===== config.mk =====
export PLATFORM = sky130hd
export DESIGN_NAME = rf_baseband_iq_port
export DESIGN_NICKNAME = d
export VERILOG_FILES = /design/src/verilog/rf_iq_pkg.sv /design/src/verilog/ctl_byte_store.sv /design/src/verilog/rf_baseband_iq_port.sv
export SDC_FILE = /design/constraint.sdc
export NUM_CORES = 1
export LEC_CHECK = 0
export ABC_AREA = 1
export ABC_CLOCK_PERIOD_IN_PS = 2500
export BUFFER_PORTS_ARGS = -buffer_cell sky130_fd_sc_hd__buf_2
export CELL_PAD_IN_SITES_DETAIL_PLACEMENT = 1
export CELL_PAD_IN_SITES_GLOBAL_PLACEMENT = 2
export CORE_UTILIZATION = 30
export CTS_CLUSTER_DIAMETER = 60
export DETAILED_ROUTE_END_ITERATION = 16
export PLACE_DENSITY_LB_ADDON = 0.1
export SLEW_MARGIN = 20
export SYNTH_ARGS = -nofsm -noshare
export SYNTH_HDL_FRONTEND = slang
export SYNTH_HIERARCHICAL = 1
export SYNTH_SLANG_ARGS = --single-unit
export TNS_END_PERCENT = 100

===== constraint.sdc =====
create_clock -name clock -period 2.5 [get_ports clock]
set_input_delay 0.375 -clock clock [delete_from_list [all_inputs] [get_ports clock]]
set_output_delay 0.375 -clock clock [all_outputs]
set_load 0.02 [all_outputs]

===== src/verilog/rf_iq_pkg.sv =====
// Shared constants and types for the baseband I/Q port
package rf_iq_pkg;
   localparam int SAMPLE_W   = 12;
   localparam int ADDR_W     = 7;
   localparam int BYTE_W     = 8;
   localparam int STORE_D    = 16;
   localparam int PTR_W      = 4;
   localparam int CNT_W      = 5;
   localparam int BIT_W      = 8;
   localparam int HALF_W     = 4;
   localparam int LAT_W      = 4;

   localparam int CLOCK_NS       = 10;
   localparam int SPI_HALF_NS    = 50;
   localparam int SPI_HALF_CYC   = (SPI_HALF_NS + CLOCK_NS - 1) / CLOCK_NS;
   localparam int FB_SKEW_NS     = 30;
   localparam int FB_SKEW_CYC    = FB_SKEW_NS / CLOCK_NS;
   localparam int MCLK_NOM_MHZ   = 90;

   localparam logic [HALF_W-1:0] TX_START_HALVES = 4'h4;
   localparam logic [HALF_W-1:0] RX_START_HALVES = 4'h4;
   localparam logic [LAT_W-1:0]  RX_LATENCY      = 4'h8;
   localparam logic [HALF_W-1:0] SPI_HALF_LAST   = HALF_W'(SPI_HALF_CYC - 1);

   localparam logic [BIT_W-1:0]  HEADER_BITS = 8'h08;
   localparam logic [BIT_W-1:0]  TURN_BITS   = 8'h01;
   localparam logic [BIT_W-1:0]  BIT_ZERO    = 8'h00;
   localparam logic [CNT_W-1:0]  STORE_FULL  = 5'h10;
   localparam logic [2:0]        BIT_IN_BYTE_LAST = 3'h7;
   localparam logic              CMD_READ    = 1'b1;

   typedef enum logic [1:0] {
      CTL_IDLE    = 2'b00,
      CTL_COLLECT = 2'b01,
      CTL_SHIFT   = 2'b11,
      CTL_FINISH  = 2'b10
   } ctlState_t;
endpackage


===== src/verilog/ctl_byte_store.sv =====
// Byte store for burst control writes, registered read
`timescale 1ns/10ps
`default_nettype none
module ctl_byte_store
   import rf_iq_pkg::*;
(
   input  wire logic              clock,
   input  wire logic              rst_n,
   input  wire logic              wrEn,
   input  wire logic [PTR_W-1:0]  wrAddr,
   input  wire logic [BYTE_W-1:0] wrData,
   input  wire logic [PTR_W-1:0]  rdAddr,
   output logic      [BYTE_W-1:0] rdData
);
   typedef struct packed {
      logic [STORE_D-1:0][BYTE_W-1:0] mem;
      logic [BYTE_W-1:0]              rd;
   } store_t;

   store_t st_r;
   store_t st_nxt;

   always_comb begin
      st_nxt = st_r;
      if (wrEn) begin
         st_nxt.mem[wrAddr] = wrData;
      end
      st_nxt.rd = st_r.mem[rdAddr];
   end

   always_ff @(posedge clock or negedge rst_n) begin
      if (!rst_n) begin
         st_r <= '0;
      end else begin
         st_r <= st_nxt;
      end
   end

   assign rdData = st_r.rd;
endmodule
`default_nettype wire


===== src/verilog/rf_baseband_iq_port.sv =====
// Baseband side I/Q sample port with optional serial control master
`timescale 1ns/10ps
`default_nettype none
// Functional notes
// - Ready low during control transaction, else high
// - Read byte updated with valid, then held
// - Select active low, serial clock driven out
// - Four-wire sends on mosi, receives miso
// - Three-wire uses one shared data line
// - Transmit data centred in feedback clock phases
// - Transmit burst starts after 2 cycles
// - Receive data captured on both clock edges
// - Receive burst starts after 2 cycles
// - Transmit samples ignored while enable low
// - Receive samples delivered 8 cycles after enable
// - Frame carries command, address, then data
// - Device drives write data, radio read data
// - Seven address bits, eight data bits, MSB first
// - Three-wire releases line after last address
// - Single read answered with byte and valid
// - Burst read returns each byte with valid
// - Control port optional, four or three wire
// - Clocks derived from 90 MHz master clock
// - Sample bus twelve bits, I/Q multiplexed
// - Direction high transmit, low receive
// - Framing pulse at burst start and end
// - Single asynchronous active-low reset
module rf_baseband_iq_port
   import rf_iq_pkg::*;
#(
   parameter bit CTL_PRESENT   = 1'b1,
   parameter bit CTL_FOUR_WIRE = 1'b1
)(
   input  wire logic                clock,
   input  wire logic                rst_n,
   input  wire logic                masterClock,
   output logic                     feedbackClock,
   output logic                     sysClock,
   output logic                     burstFrame,
   output logic                     burstDir,
   input  wire logic [SAMPLE_W-1:0] sampleBusIn,
   output logic      [SAMPLE_W-1:0] sampleBusOut,
   output logic                     sampleBusOe,
   input  wire logic                txEn,
   input  wire logic [SAMPLE_W-1:0] txDataI,
   input  wire logic [SAMPLE_W-1:0] txDataQ,
   input  wire logic                rxEn,
   output logic      [SAMPLE_W-1:0] rxDataI,
   output logic      [SAMPLE_W-1:0] rxDataQ,
   output logic                     ctlReady,
   input  wire logic                ctlWriteStrobe,
   input  wire logic [BYTE_W-1:0]   ctlWriteByte,
   input  wire logic                ctlReadStrobe,
   output logic      [BYTE_W-1:0]   ctlReadByte,
   output logic                     ctlReadValid,
   input  wire logic [ADDR_W-1:0]   ctlRegAddress,
   output logic                     ctlSerialClock,
   output logic                     ctlSelectN,
   output logic                     mosi,
   input  wire logic                miso,
   input  wire logic                cpdioIn,
   output logic                     cpdioOut,
   output logic                     cpdioOe
);
   typedef struct packed {
      logic                   mS1, mS2, mPrev;
      logic [FB_SKEW_CYC-1:0] skew;
      logic                   sysClk;
      logic [SAMPLE_W-1:0]    diqS1, diqS2;
      logic                   misoS1, misoS2, dioS1, dioS2;
      logic                   txEnPrev, rxEnPrev, txAct, rxAct;
      logic [HALF_W-1:0]      halves;
      logic [SAMPLE_W-1:0]    txI, txQ, busOut, capI, rxI, rxQ;
      logic                   busOe, frame, dir;
      logic [LAT_W-1:0]       rxLat;
      ctlState_t              ctl;
      logic                   isRead, ready, sck, csN, mosiO, dioO, dioOe;
      logic [ADDR_W-1:0]      addr;
      logic [CNT_W-1:0]       bytes;
      logic [HALF_W-1:0]      tick;
      logic [BIT_W-1:0]       bitCnt;
      logic [BYTE_W-1:0]      shift, rdByte;
      logic                   rdValid;
   } state_t;

   state_t st_r;
   state_t st_nxt;

   logic              memWe;
   logic [PTR_W-1:0]  memWa;
   logic [PTR_W-1:0]  memRa;
   logic [BYTE_W-1:0] memRd;
   logic              mRise, mFall, inBit;
   logic [BIT_W-1:0]  dataStart, frameEnd, dataIdx;

   ctl_byte_store store (
      .clock  (clock),
      .rst_n  (rst_n),
      .wrEn   (memWe),
      .wrAddr (memWa),
      .wrData (ctlWriteByte),
      .rdAddr (memRa),
      .rdData (memRd)
   );

   // Serial bit for a frame position: command, address, data
   function automatic logic frameBit(input logic [BIT_W-1:0] idx, input logic rd,
                                     input logic [ADDR_W-1:0] a, input logic [BYTE_W-1:0] d,
                                     input logic [BIT_W-1:0] ds);
      logic [BIT_W-1:0] off;
      off = idx - ds;
      if (idx == BIT_ZERO) begin
         frameBit = rd;
      end else if (idx < HEADER_BITS) begin
         frameBit = a[3'(HEADER_BITS - 8'h01 - idx)];
      end else if (idx >= ds) begin
         frameBit = d[3'(BIT_IN_BYTE_LAST - off[2:0])];
      end else begin
         frameBit = 1'b0;
      end
   endfunction

   assign mRise     = st_r.mS2 & ~st_r.mPrev;
   assign mFall     = ~st_r.mS2 & st_r.mPrev;
   assign dataStart = CTL_FOUR_WIRE ? HEADER_BITS : HEADER_BITS + TURN_BITS;
   assign frameEnd  = dataStart + {st_r.bytes, 3'h0} - 8'h01;
   assign dataIdx   = st_r.bitCnt - dataStart;
   assign memRa     = dataIdx[PTR_W+2:3];
   assign inBit     = CTL_FOUR_WIRE ? st_r.misoS2 : st_r.dioS2;

   always_comb begin
      st_nxt = st_r;
      memWe  = 1'b0;
      memWa  = st_r.bytes[PTR_W-1:0];
      // Pin synchronisers and derived clocks
      st_nxt.mS1    = masterClock;
      st_nxt.mS2    = st_r.mS1;
      st_nxt.mPrev  = st_r.mS2;
      st_nxt.sysClk = st_r.mS2;
      st_nxt.skew   = {st_r.skew[FB_SKEW_CYC-2:0], st_r.mS2};
      st_nxt.diqS1  = sampleBusIn;
      st_nxt.diqS2  = st_r.diqS1;
      st_nxt.misoS1 = miso;
      st_nxt.misoS2 = st_r.misoS1;
      st_nxt.dioS1  = cpdioIn;
      st_nxt.dioS2  = st_r.dioS1;
      st_nxt.txEnPrev = txEn;
      st_nxt.rxEnPrev = rxEn;
      st_nxt.frame    = 1'b0;
      st_nxt.rdValid  = 1'b0;

      // Data path bursts
      if (!st_r.txAct && !st_r.rxAct) begin
         if (txEn && !st_r.txEnPrev) begin
            st_nxt.txAct  = 1'b1;
            st_nxt.dir    = 1'b1;
            st_nxt.frame  = 1'b1;
            st_nxt.halves = '0;
         end else if (rxEn && !st_r.rxEnPrev) begin
            st_nxt.rxAct  = 1'b1;
            st_nxt.dir    = 1'b0;
            st_nxt.frame  = 1'b1;
            st_nxt.halves = '0;
            st_nxt.rxLat  = '0;
         end
      end else if (st_r.txAct) begin
         if (!txEn) begin
            st_nxt.txAct = 1'b0;
            st_nxt.frame = 1'b1;
            st_nxt.busOe = 1'b0;
         end else if (mRise || mFall) begin
            if (mRise) begin
               st_nxt.txI = txDataI;
               st_nxt.txQ = txDataQ;
            end
            if (st_r.halves < TX_START_HALVES) begin
               st_nxt.halves = st_r.halves + 4'h1;
            end else begin
               st_nxt.busOe  = 1'b1;
               st_nxt.busOut = mRise ? st_r.txI : st_r.txQ;
            end
         end
      end else begin
         if (!rxEn) begin
            st_nxt.rxAct = 1'b0;
            st_nxt.frame = 1'b1;
         end else begin
            if (mRise && st_r.rxLat < RX_LATENCY) begin
               st_nxt.rxLat = st_r.rxLat + 4'h1;
            end
            if (mRise || mFall) begin
               if (st_r.halves < RX_START_HALVES) begin
                  st_nxt.halves = st_r.halves + 4'h1;
               end else if (mRise) begin
                  st_nxt.capI = st_r.diqS2;
               end else if (st_r.rxLat == RX_LATENCY) begin
                  st_nxt.rxI = st_r.capI;
                  st_nxt.rxQ = st_r.diqS2;
               end
            end
         end
      end

      // Serial control master
      case (st_r.ctl)
         CTL_IDLE: begin
            st_nxt.csN = 1'b1;
            st_nxt.sck = 1'b0;
            if (CTL_PRESENT && st_r.ready && (ctlWriteStrobe || ctlReadStrobe)) begin
               st_nxt.ctl    = CTL_COLLECT;
               st_nxt.ready  = 1'b0;
               st_nxt.addr   = ctlRegAddress;
               st_nxt.isRead = ctlReadStrobe ? CMD_READ : ~CMD_READ;
               st_nxt.bytes  = 5'h01;
               memWe         = ~ctlReadStrobe;
               memWa         = '0;
            end
         end
         CTL_COLLECT: begin
            if ((st_r.isRead ? ctlReadStrobe : ctlWriteStrobe) && st_r.bytes < STORE_FULL) begin
               st_nxt.bytes = st_r.bytes + 5'h01;
               memWe        = ~st_r.isRead;
            end else begin
               st_nxt.ctl    = CTL_SHIFT;
               st_nxt.csN    = 1'b0;
               st_nxt.bitCnt = BIT_ZERO;
               st_nxt.tick   = '0;
            end
         end
         CTL_SHIFT: begin
            st_nxt.mosiO = frameBit(st_r.bitCnt, st_r.isRead, st_r.addr, memRd, dataStart);
            st_nxt.dioO  = st_nxt.mosiO;
            st_nxt.dioOe = !CTL_FOUR_WIRE && ((st_r.bitCnt < HEADER_BITS) ||
                           (!st_r.isRead && st_r.bitCnt >= dataStart));
            st_nxt.tick  = st_r.tick + 4'h1;
            if (st_r.tick == SPI_HALF_LAST) begin
               st_nxt.tick = '0;
               st_nxt.sck  = ~st_r.sck;
               if (!st_r.sck) begin
                  if (st_r.isRead && st_r.bitCnt >= dataStart) begin
                     st_nxt.shift = {st_r.shift[BYTE_W-2:0], inBit};
                     if (dataIdx[2:0] == BIT_IN_BYTE_LAST) begin
                        st_nxt.rdByte  = {st_r.shift[BYTE_W-2:0], inBit};
                        st_nxt.rdValid = 1'b1;
                     end
                  end
               end else if (st_r.bitCnt == frameEnd) begin
                  st_nxt.ctl   = CTL_FINISH;
                  st_nxt.csN   = 1'b1;
                  st_nxt.dioOe = 1'b0;
               end else begin
                  st_nxt.bitCnt = st_r.bitCnt + 8'h01;
               end
            end
         end
         CTL_FINISH: begin
            st_nxt.tick = st_r.tick + 4'h1;
            if (st_r.tick == SPI_HALF_LAST) begin
               st_nxt.ctl   = CTL_IDLE;
               st_nxt.ready = 1'b1;
            end
         end
         default: begin
            st_nxt.ctl = CTL_IDLE;
         end
      endcase
   end

   always_ff @(posedge clock or negedge rst_n) begin
      if (!rst_n) begin
         st_r       <= '0;
         st_r.ctl   <= CTL_IDLE;
         st_r.csN   <= 1'b1;
         st_r.ready <= 1'b1;
      end else begin
         st_r <= st_nxt;
      end
   end

   assign feedbackClock  = st_r.skew[FB_SKEW_CYC-1];
   assign sysClock       = st_r.sysClk;
   assign burstFrame     = st_r.frame;
   assign burstDir       = st_r.dir;
   assign sampleBusOut   = st_r.busOut;
   assign sampleBusOe    = st_r.busOe;
   assign rxDataI        = st_r.rxI;
   assign rxDataQ        = st_r.rxQ;
   assign ctlReady       = st_r.ready;
   assign ctlReadByte    = st_r.rdByte;
   assign ctlReadValid   = st_r.rdValid;
   assign ctlSerialClock = st_r.sck;
   assign ctlSelectN     = st_r.csN;
   assign mosi           = CTL_FOUR_WIRE & st_r.mosiO;
   assign cpdioOut       = st_r.dioO;
   assign cpdioOe        = st_r.dioOe;
endmodule
`default_nettype wire


---- Word level (Yosys, flattened, before mapping) ----
Cells that the tools add are included.
word-level totals
  bits of input ports ..................... 60
  register bits after elaboration ......... 303
  word-level logic and storage cells ...... 233
  output and inout bits ................... 56
operators by class
  add/sub/neg operators ................... 10
  multiplexer cells ....................... 79
  bitwise logic cells ..................... 11
  reduce and logical (&&, ||, !) cells .... 46
  equality and inequality tests ........... 24
  magnitude comparators ................... 10
operators with widths
  operator                                                                 number
  128-bit bitwise mux                                                      1
  40-bit two-way mux                                                       2
  4-bit two-way mux                                                        13
  12-bit two-way mux                                                       3
  17-bit two-way mux                                                       2
  8-bit binary-select mux with 4-bit select                                1
  8-bit demux with 4-bit select                                            1
  8-bit two-way mux                                                        4
  5-bit AND reduction                                                      6
  29-bit two-way mux                                                       1
  1-bit two-way mux                                                        27
  24-bit two-way mux                                                       1
  2-bit inequality test, second input constant                             10
  8-bit one-hot mux with 2 select lines                                    1
  4-bit AND reduction                                                      4
  2-bit nonzero test                                                       8
  5-bit two-way mux                                                        3
  2-bit two-way mux                                                        7
  4-bit by 1-bit adder with 4-bit output, second input constant            3
  6-bit two-way mux                                                        2
  4-bit one-hot mux with 3 select lines                                    1
  6-bit AND reduction                                                      2
  4-bit by 5-bit < comparator with 1-bit output, second input constant     2
  2-bit by 1-bit inequality test with 1-bit output, second input constant  5
  other kinds (38)                                                         70

---- Longest topological paths before layout ----
  word-level depth ........................ 9
  gate-level depth with buffers ........... 12

---- Modules after synthesis ----
The synthesis kept the hierarchy.
modules (own cells, without submodules)
  module               cells an instance  area an instance (µm²)  times used
  rf_baseband_iq_port  772                7408.4                  1
  ctl_byte_store       859                6635.1                  1

---- Worst setup path before layout ----
OpenSTA, ideal clock, no wires.
  path type ............................... register to register
  start point ............................. register st_r, in the netlist ctlReady
  end point ............................... register store/st_r[110] (netlist bit)
  setup slack ............................. 0.494 ns
  buffers on the path ..................... 3
  arrival time ............................ 1.875 ns
  cell stages (with the launch flop) ...... 11
  library setup time ...................... 0.131 ns
  cells stage by stage .................... dfstp_2 -> o211ai_1 -> clkbuf_1 -> o32ai_1 -> buf_6 -> nand2_1 -> nor2_2 -> nand2_1 -> buf_6 -> nand2_1 -> o21ai_0
between the ends
  elaborated cells between the ends (all ways) .. 11
  classes of those cells .................. order compare: 2; mux: 7; reduce/logical: 2
RTL lines
  what                                   line                        source
  start, declared                        rf_baseband_iq_port.sv:86   state_t st_r;
  start signal, assigned                 rf_baseband_iq_port.sv:276  st_r <= st_nxt;
  1-bit logical AND                      rf_baseband_iq_port.sv:209  if (CTL_PRESENT && st_r.ready && (ctlWriteStrobe || ctlReadStrobe)) begin
  1-bit two-way mux                      rf_baseband_iq_port.sv:209
  1-bit one-hot mux with 2 select lines  rf_baseband_iq_port.sv:205  case (st_r.ctl)
  named net memWe                        rf_baseband_iq_port.sv:89   logic memWe;
  end signal, assigned                   ctl_byte_store.sv:35        st_r <= st_nxt;
  end, declared                          ctl_byte_store.sv:20        store_t st_r;
The timed path passes the listed nets, and every way through them passes these cells.
A chain may end at the register's enable or synchronous reset.

==> impl_metrics.tcl <==
set metrics [dict create \
    hold_slack_ns 0.0602 \
    num_rows 78 \
    path_class "flip-flop to flip-flop" \
    portBuffers 113 \
    syn_nets 1703 \
    maxSlewHeadroom_pct 33.3 \
    rsz0062_at_grt "false" \
    worstPathRequired_ns 2.90 \
    clk_path_buf_depth 3 \
    clk_latency_ns 0.55 \
    routedLengthMet1_um 20000 \
    cellLeakagePower_nw 8.13 \
    firstDrtPassIters 4 \
    cp-start-kind "flip-flop" \
    regArea_mm2 0.00753 \
    switchingPower_w 0.00440 \
    wl_met2_um 18000 \
    post_dp_cell_area_mm2 0.0151 \
    fp.coreArea_mm2 0.0458 \
    cts_tree "done" \
    fin_worst_skew_ns 0.0195 \
    dieArea_mm2 0.0477 \
    ys_top_cells_by_count "484 x nand2_1, 299 x dfrtp_1, 197 x inv_1" \
    p_int_w 0.0100 \
    synth_top_area_share_pct 53.3 \
    cts_root_buf "clkbuf_16" \
    antenna_left 0 \
    sw_frac_of_total_pct 30.5 \
    arrival_ns 2.61 \
    hold_class "input port to flip-flop" \
    chipWidth_um 218 \
    syn_to_final_growth_pct 17.9 \
    fillers 5388 \
    synth.avg_cell_area_um2 8.61 \
    multiInputGateArea_mm2 0.00496 \
    drc_errors 0 \
    yosysMostFrequentCell "nand2_1" \
    finalNetCount 1807 \
    final_cell_area_mm2 0.0166 \
    power_w 0.0144 \
    grt_pass1_vias 11200 \
    max_freq_mhz 452 \
    diodes 0 \
    yosysSeqAreaShare_pct 53.7 \
    synth_area_leader_cell "dfrtp_1" \
    initialDrtViolationCount 537 \
    antenna_found_initial 0 \
    layout-drive-gt1-share_pct 17.0 \
    vias_per_cell 4.56 \
    path_max_fanout 16 \
    synth_edf_count 0 \
    ys_ff_latch 301 \
    drt-wirelength-per-cell_um 16.9 \
    rr_worst_depth 10 \
    highest_layer "met4" \
    die_h_um 218 \
    report.final.slew_viol_count 0 \
    yosysUniqueCellTypes 40 \
    setup_viol 0 \
    place_congestion 0.777 \
    htree_levels 2 \
    synth-main-ff-cell "dfrtp_1" \
    dpl.hpwl_um 26200 \
    combPwrFrac_pct 18.9 \
    pwr-share-seq_pct 43.5 \
    ys.warnings.count 6 \
    numCtsBuffers 41 \
    dr_wl_met3_um 1160 \
    worstHoldPathCells 2 \
    p_per_area_mw_per_mm2 872 \
    end_kind "flip-flop" \
    ir_drop_uv 574 \
    finalCritPeriodShare_pct 88.4 \
    drv_cap 0 \
    globalRouteOverflowTotal 0 \
    drt-total-wl_um 39900 \
    routed-via-count 10800 \
    grt_max_degree 73 \
    outcome "complete, no violations" \
    synth_area_leaders "dfrtp_1 53%, nand2_1 13%, nand3_1 6.5%, inv_1 5.3%, o21ai_0 4.6%" \
    syn-cell-area_mm2 0.0140 \
    pwr-share-clk_pct 37.6 \
    synth-async-reset-ratio_pct 100 \
    hold_viol_final 0 \
    synth_cells 1631 \
    worst_slew_pin_slew_ns 0.995 \
    grtUsageTotal_pct 17.6 \
    period_minus_slack_ns 2.21 \
    cts.sinks 301 \
    clkTransAtPathRegs_ns 0.05 \
    ioPinCount 116 \
    grt_pass1_wl_um 65200 \
    initial_core_util_pct 30.7 \
]
-- area by class of cell --
cell class              instances  share of cell area, %
flip-flops and latches        301                   45.5
multi-input cells            1005                   29.9
repair buffers                176                   7.87
clock buffers                  60                   6.87
inverters                     210                   4.76
well taps                     600                   4.53
clock inverters                10                  0.536
-- routing by layer --
| layer | global-route usage [%] | vias to the layer above |
|---|---|---|
| li1 | - | 5305 |
| met5 | 0 | - |
| met1 | 25.1 | 5292 |
| met3 | 2.62 | 55 |
| met4 | 5.13 | 0 |
| met2 | 27.2 | 116 |
-- logic make-up after synthesis --
group,after synthesis,synth area share (%)
AND/OR/NAND/NOR,763,23.5
buffers and inverters,326,11.2
flip-flops,301,53.7
AO/OA/AOI/OAI,185,6.93
multiplexers,36,3.15
adder cells (fa/ha/maj),12,1.07
XOR/XNOR,7,0.437
other,1,0.0267
-- power groups by stage --
stage                     clock network, W  registers (W)  logic (W)
after floorplan                          0        0.00628    0.00202
after global placement                   0        0.00633    0.00267
after detailed placement                 0        0.00637    0.00274
after CTS                          0.00567        0.00629    0.00279
after global routing               0.00582        0.00640    0.00316
final                              0.00544        0.00628    0.00273
-- registers in the layout, indices dropped and copies added (netlist names), 8 cells and up --
register / count
store/st_r: 128
ctlReadByte: 8
rxDataQ: 12
st_nxt: 17
sampleBusOut: 12
rxDataI: 12
st_r: 94
store/rdData: 8
-- metrics by stage --
| stage | cells | util (%) | TNS [ns] | worst slack, ns |
|---|---|---|---|---|
| after floorplan | 1631 | - | 0 | 0.494 |
| after global placement | 2274 | 33.1 | 0 | 0.0121 |
| after detailed placement | 2274 | 33.1 | -0.0379 | -0.0206 |
| after CTS | 2362 | 36.2 | 0 | 0.0344 |
| after global routing | 2362 | 36.2 | 0 | 0.0563 |
| final | 2362 | 36.2 | 0 | 0.289 |
-- repair_timing --
item                                   in CTS  in global routing
hold buffers                               17                  0
gates resized for setup                     0                  1
setup endpoints to repair                   2                 70
buffers inserted                            0                  0
pin swaps                                   1                  0
endpoints found under the hold margin      79                  0
cloned                                      1                  0
-- layout by cell type (no fill, tap or decap), types with 17 or more instances in the layout --
cell type / count
o21ai_1: 30
buf_4: 29
mux2_2: 24
o21ai_0: 128
buf_12: 17
buf_2: 112
nand3_1: 182
clkbuf_16: 41
dfrtp_1: 299
inv_1: 196
nand2_1: 484
dlygate4sd3_1: 17
nor2_1: 50
-- worst max-delay path, cell delays in order (launching register included) --
cell      delay, ns
dfrtp_1        0.44
nor2_1         0.24
o211ai_1       0.28
o32ai_2        0.29
buf_12         0.19
nand2_1        0.06
nor2_2         0.15
nand2_1        0.12
buf_12         0.17
nand2_1        0.05
o21ai_0        0.07
-- path summary, 6_finish.rpt --
| check | startpoint | end | slack (ns) |
|---|---|---|---|
| min | txDataQ[6] | st_r[111]$_DFFE_PN0P_ | 0.06 |
| min reg2reg | st_nxt[152]$_DFF_PN0_ | st_r[152]$_DFF_PN0_ | 0.35 |
| max | st_r[49]$_DFFE_PN0P_ | store/st_r[106]$_DFFE_PN0P_ | 0.29 |
| max reg2reg | st_r[49]$_DFFE_PN0P_ | store/st_r[106]$_DFFE_PN0P_ | 0.29 |
| max in group asynchronous | rst_n | st_r[108]$_DFFE_PN0P_ | 1.33 |
| min in group asynchronous | rst_n | rxDataQ[8]$_DFFE_PN0P_ | 0.37 |
Power figures use the tool's default switching activity.
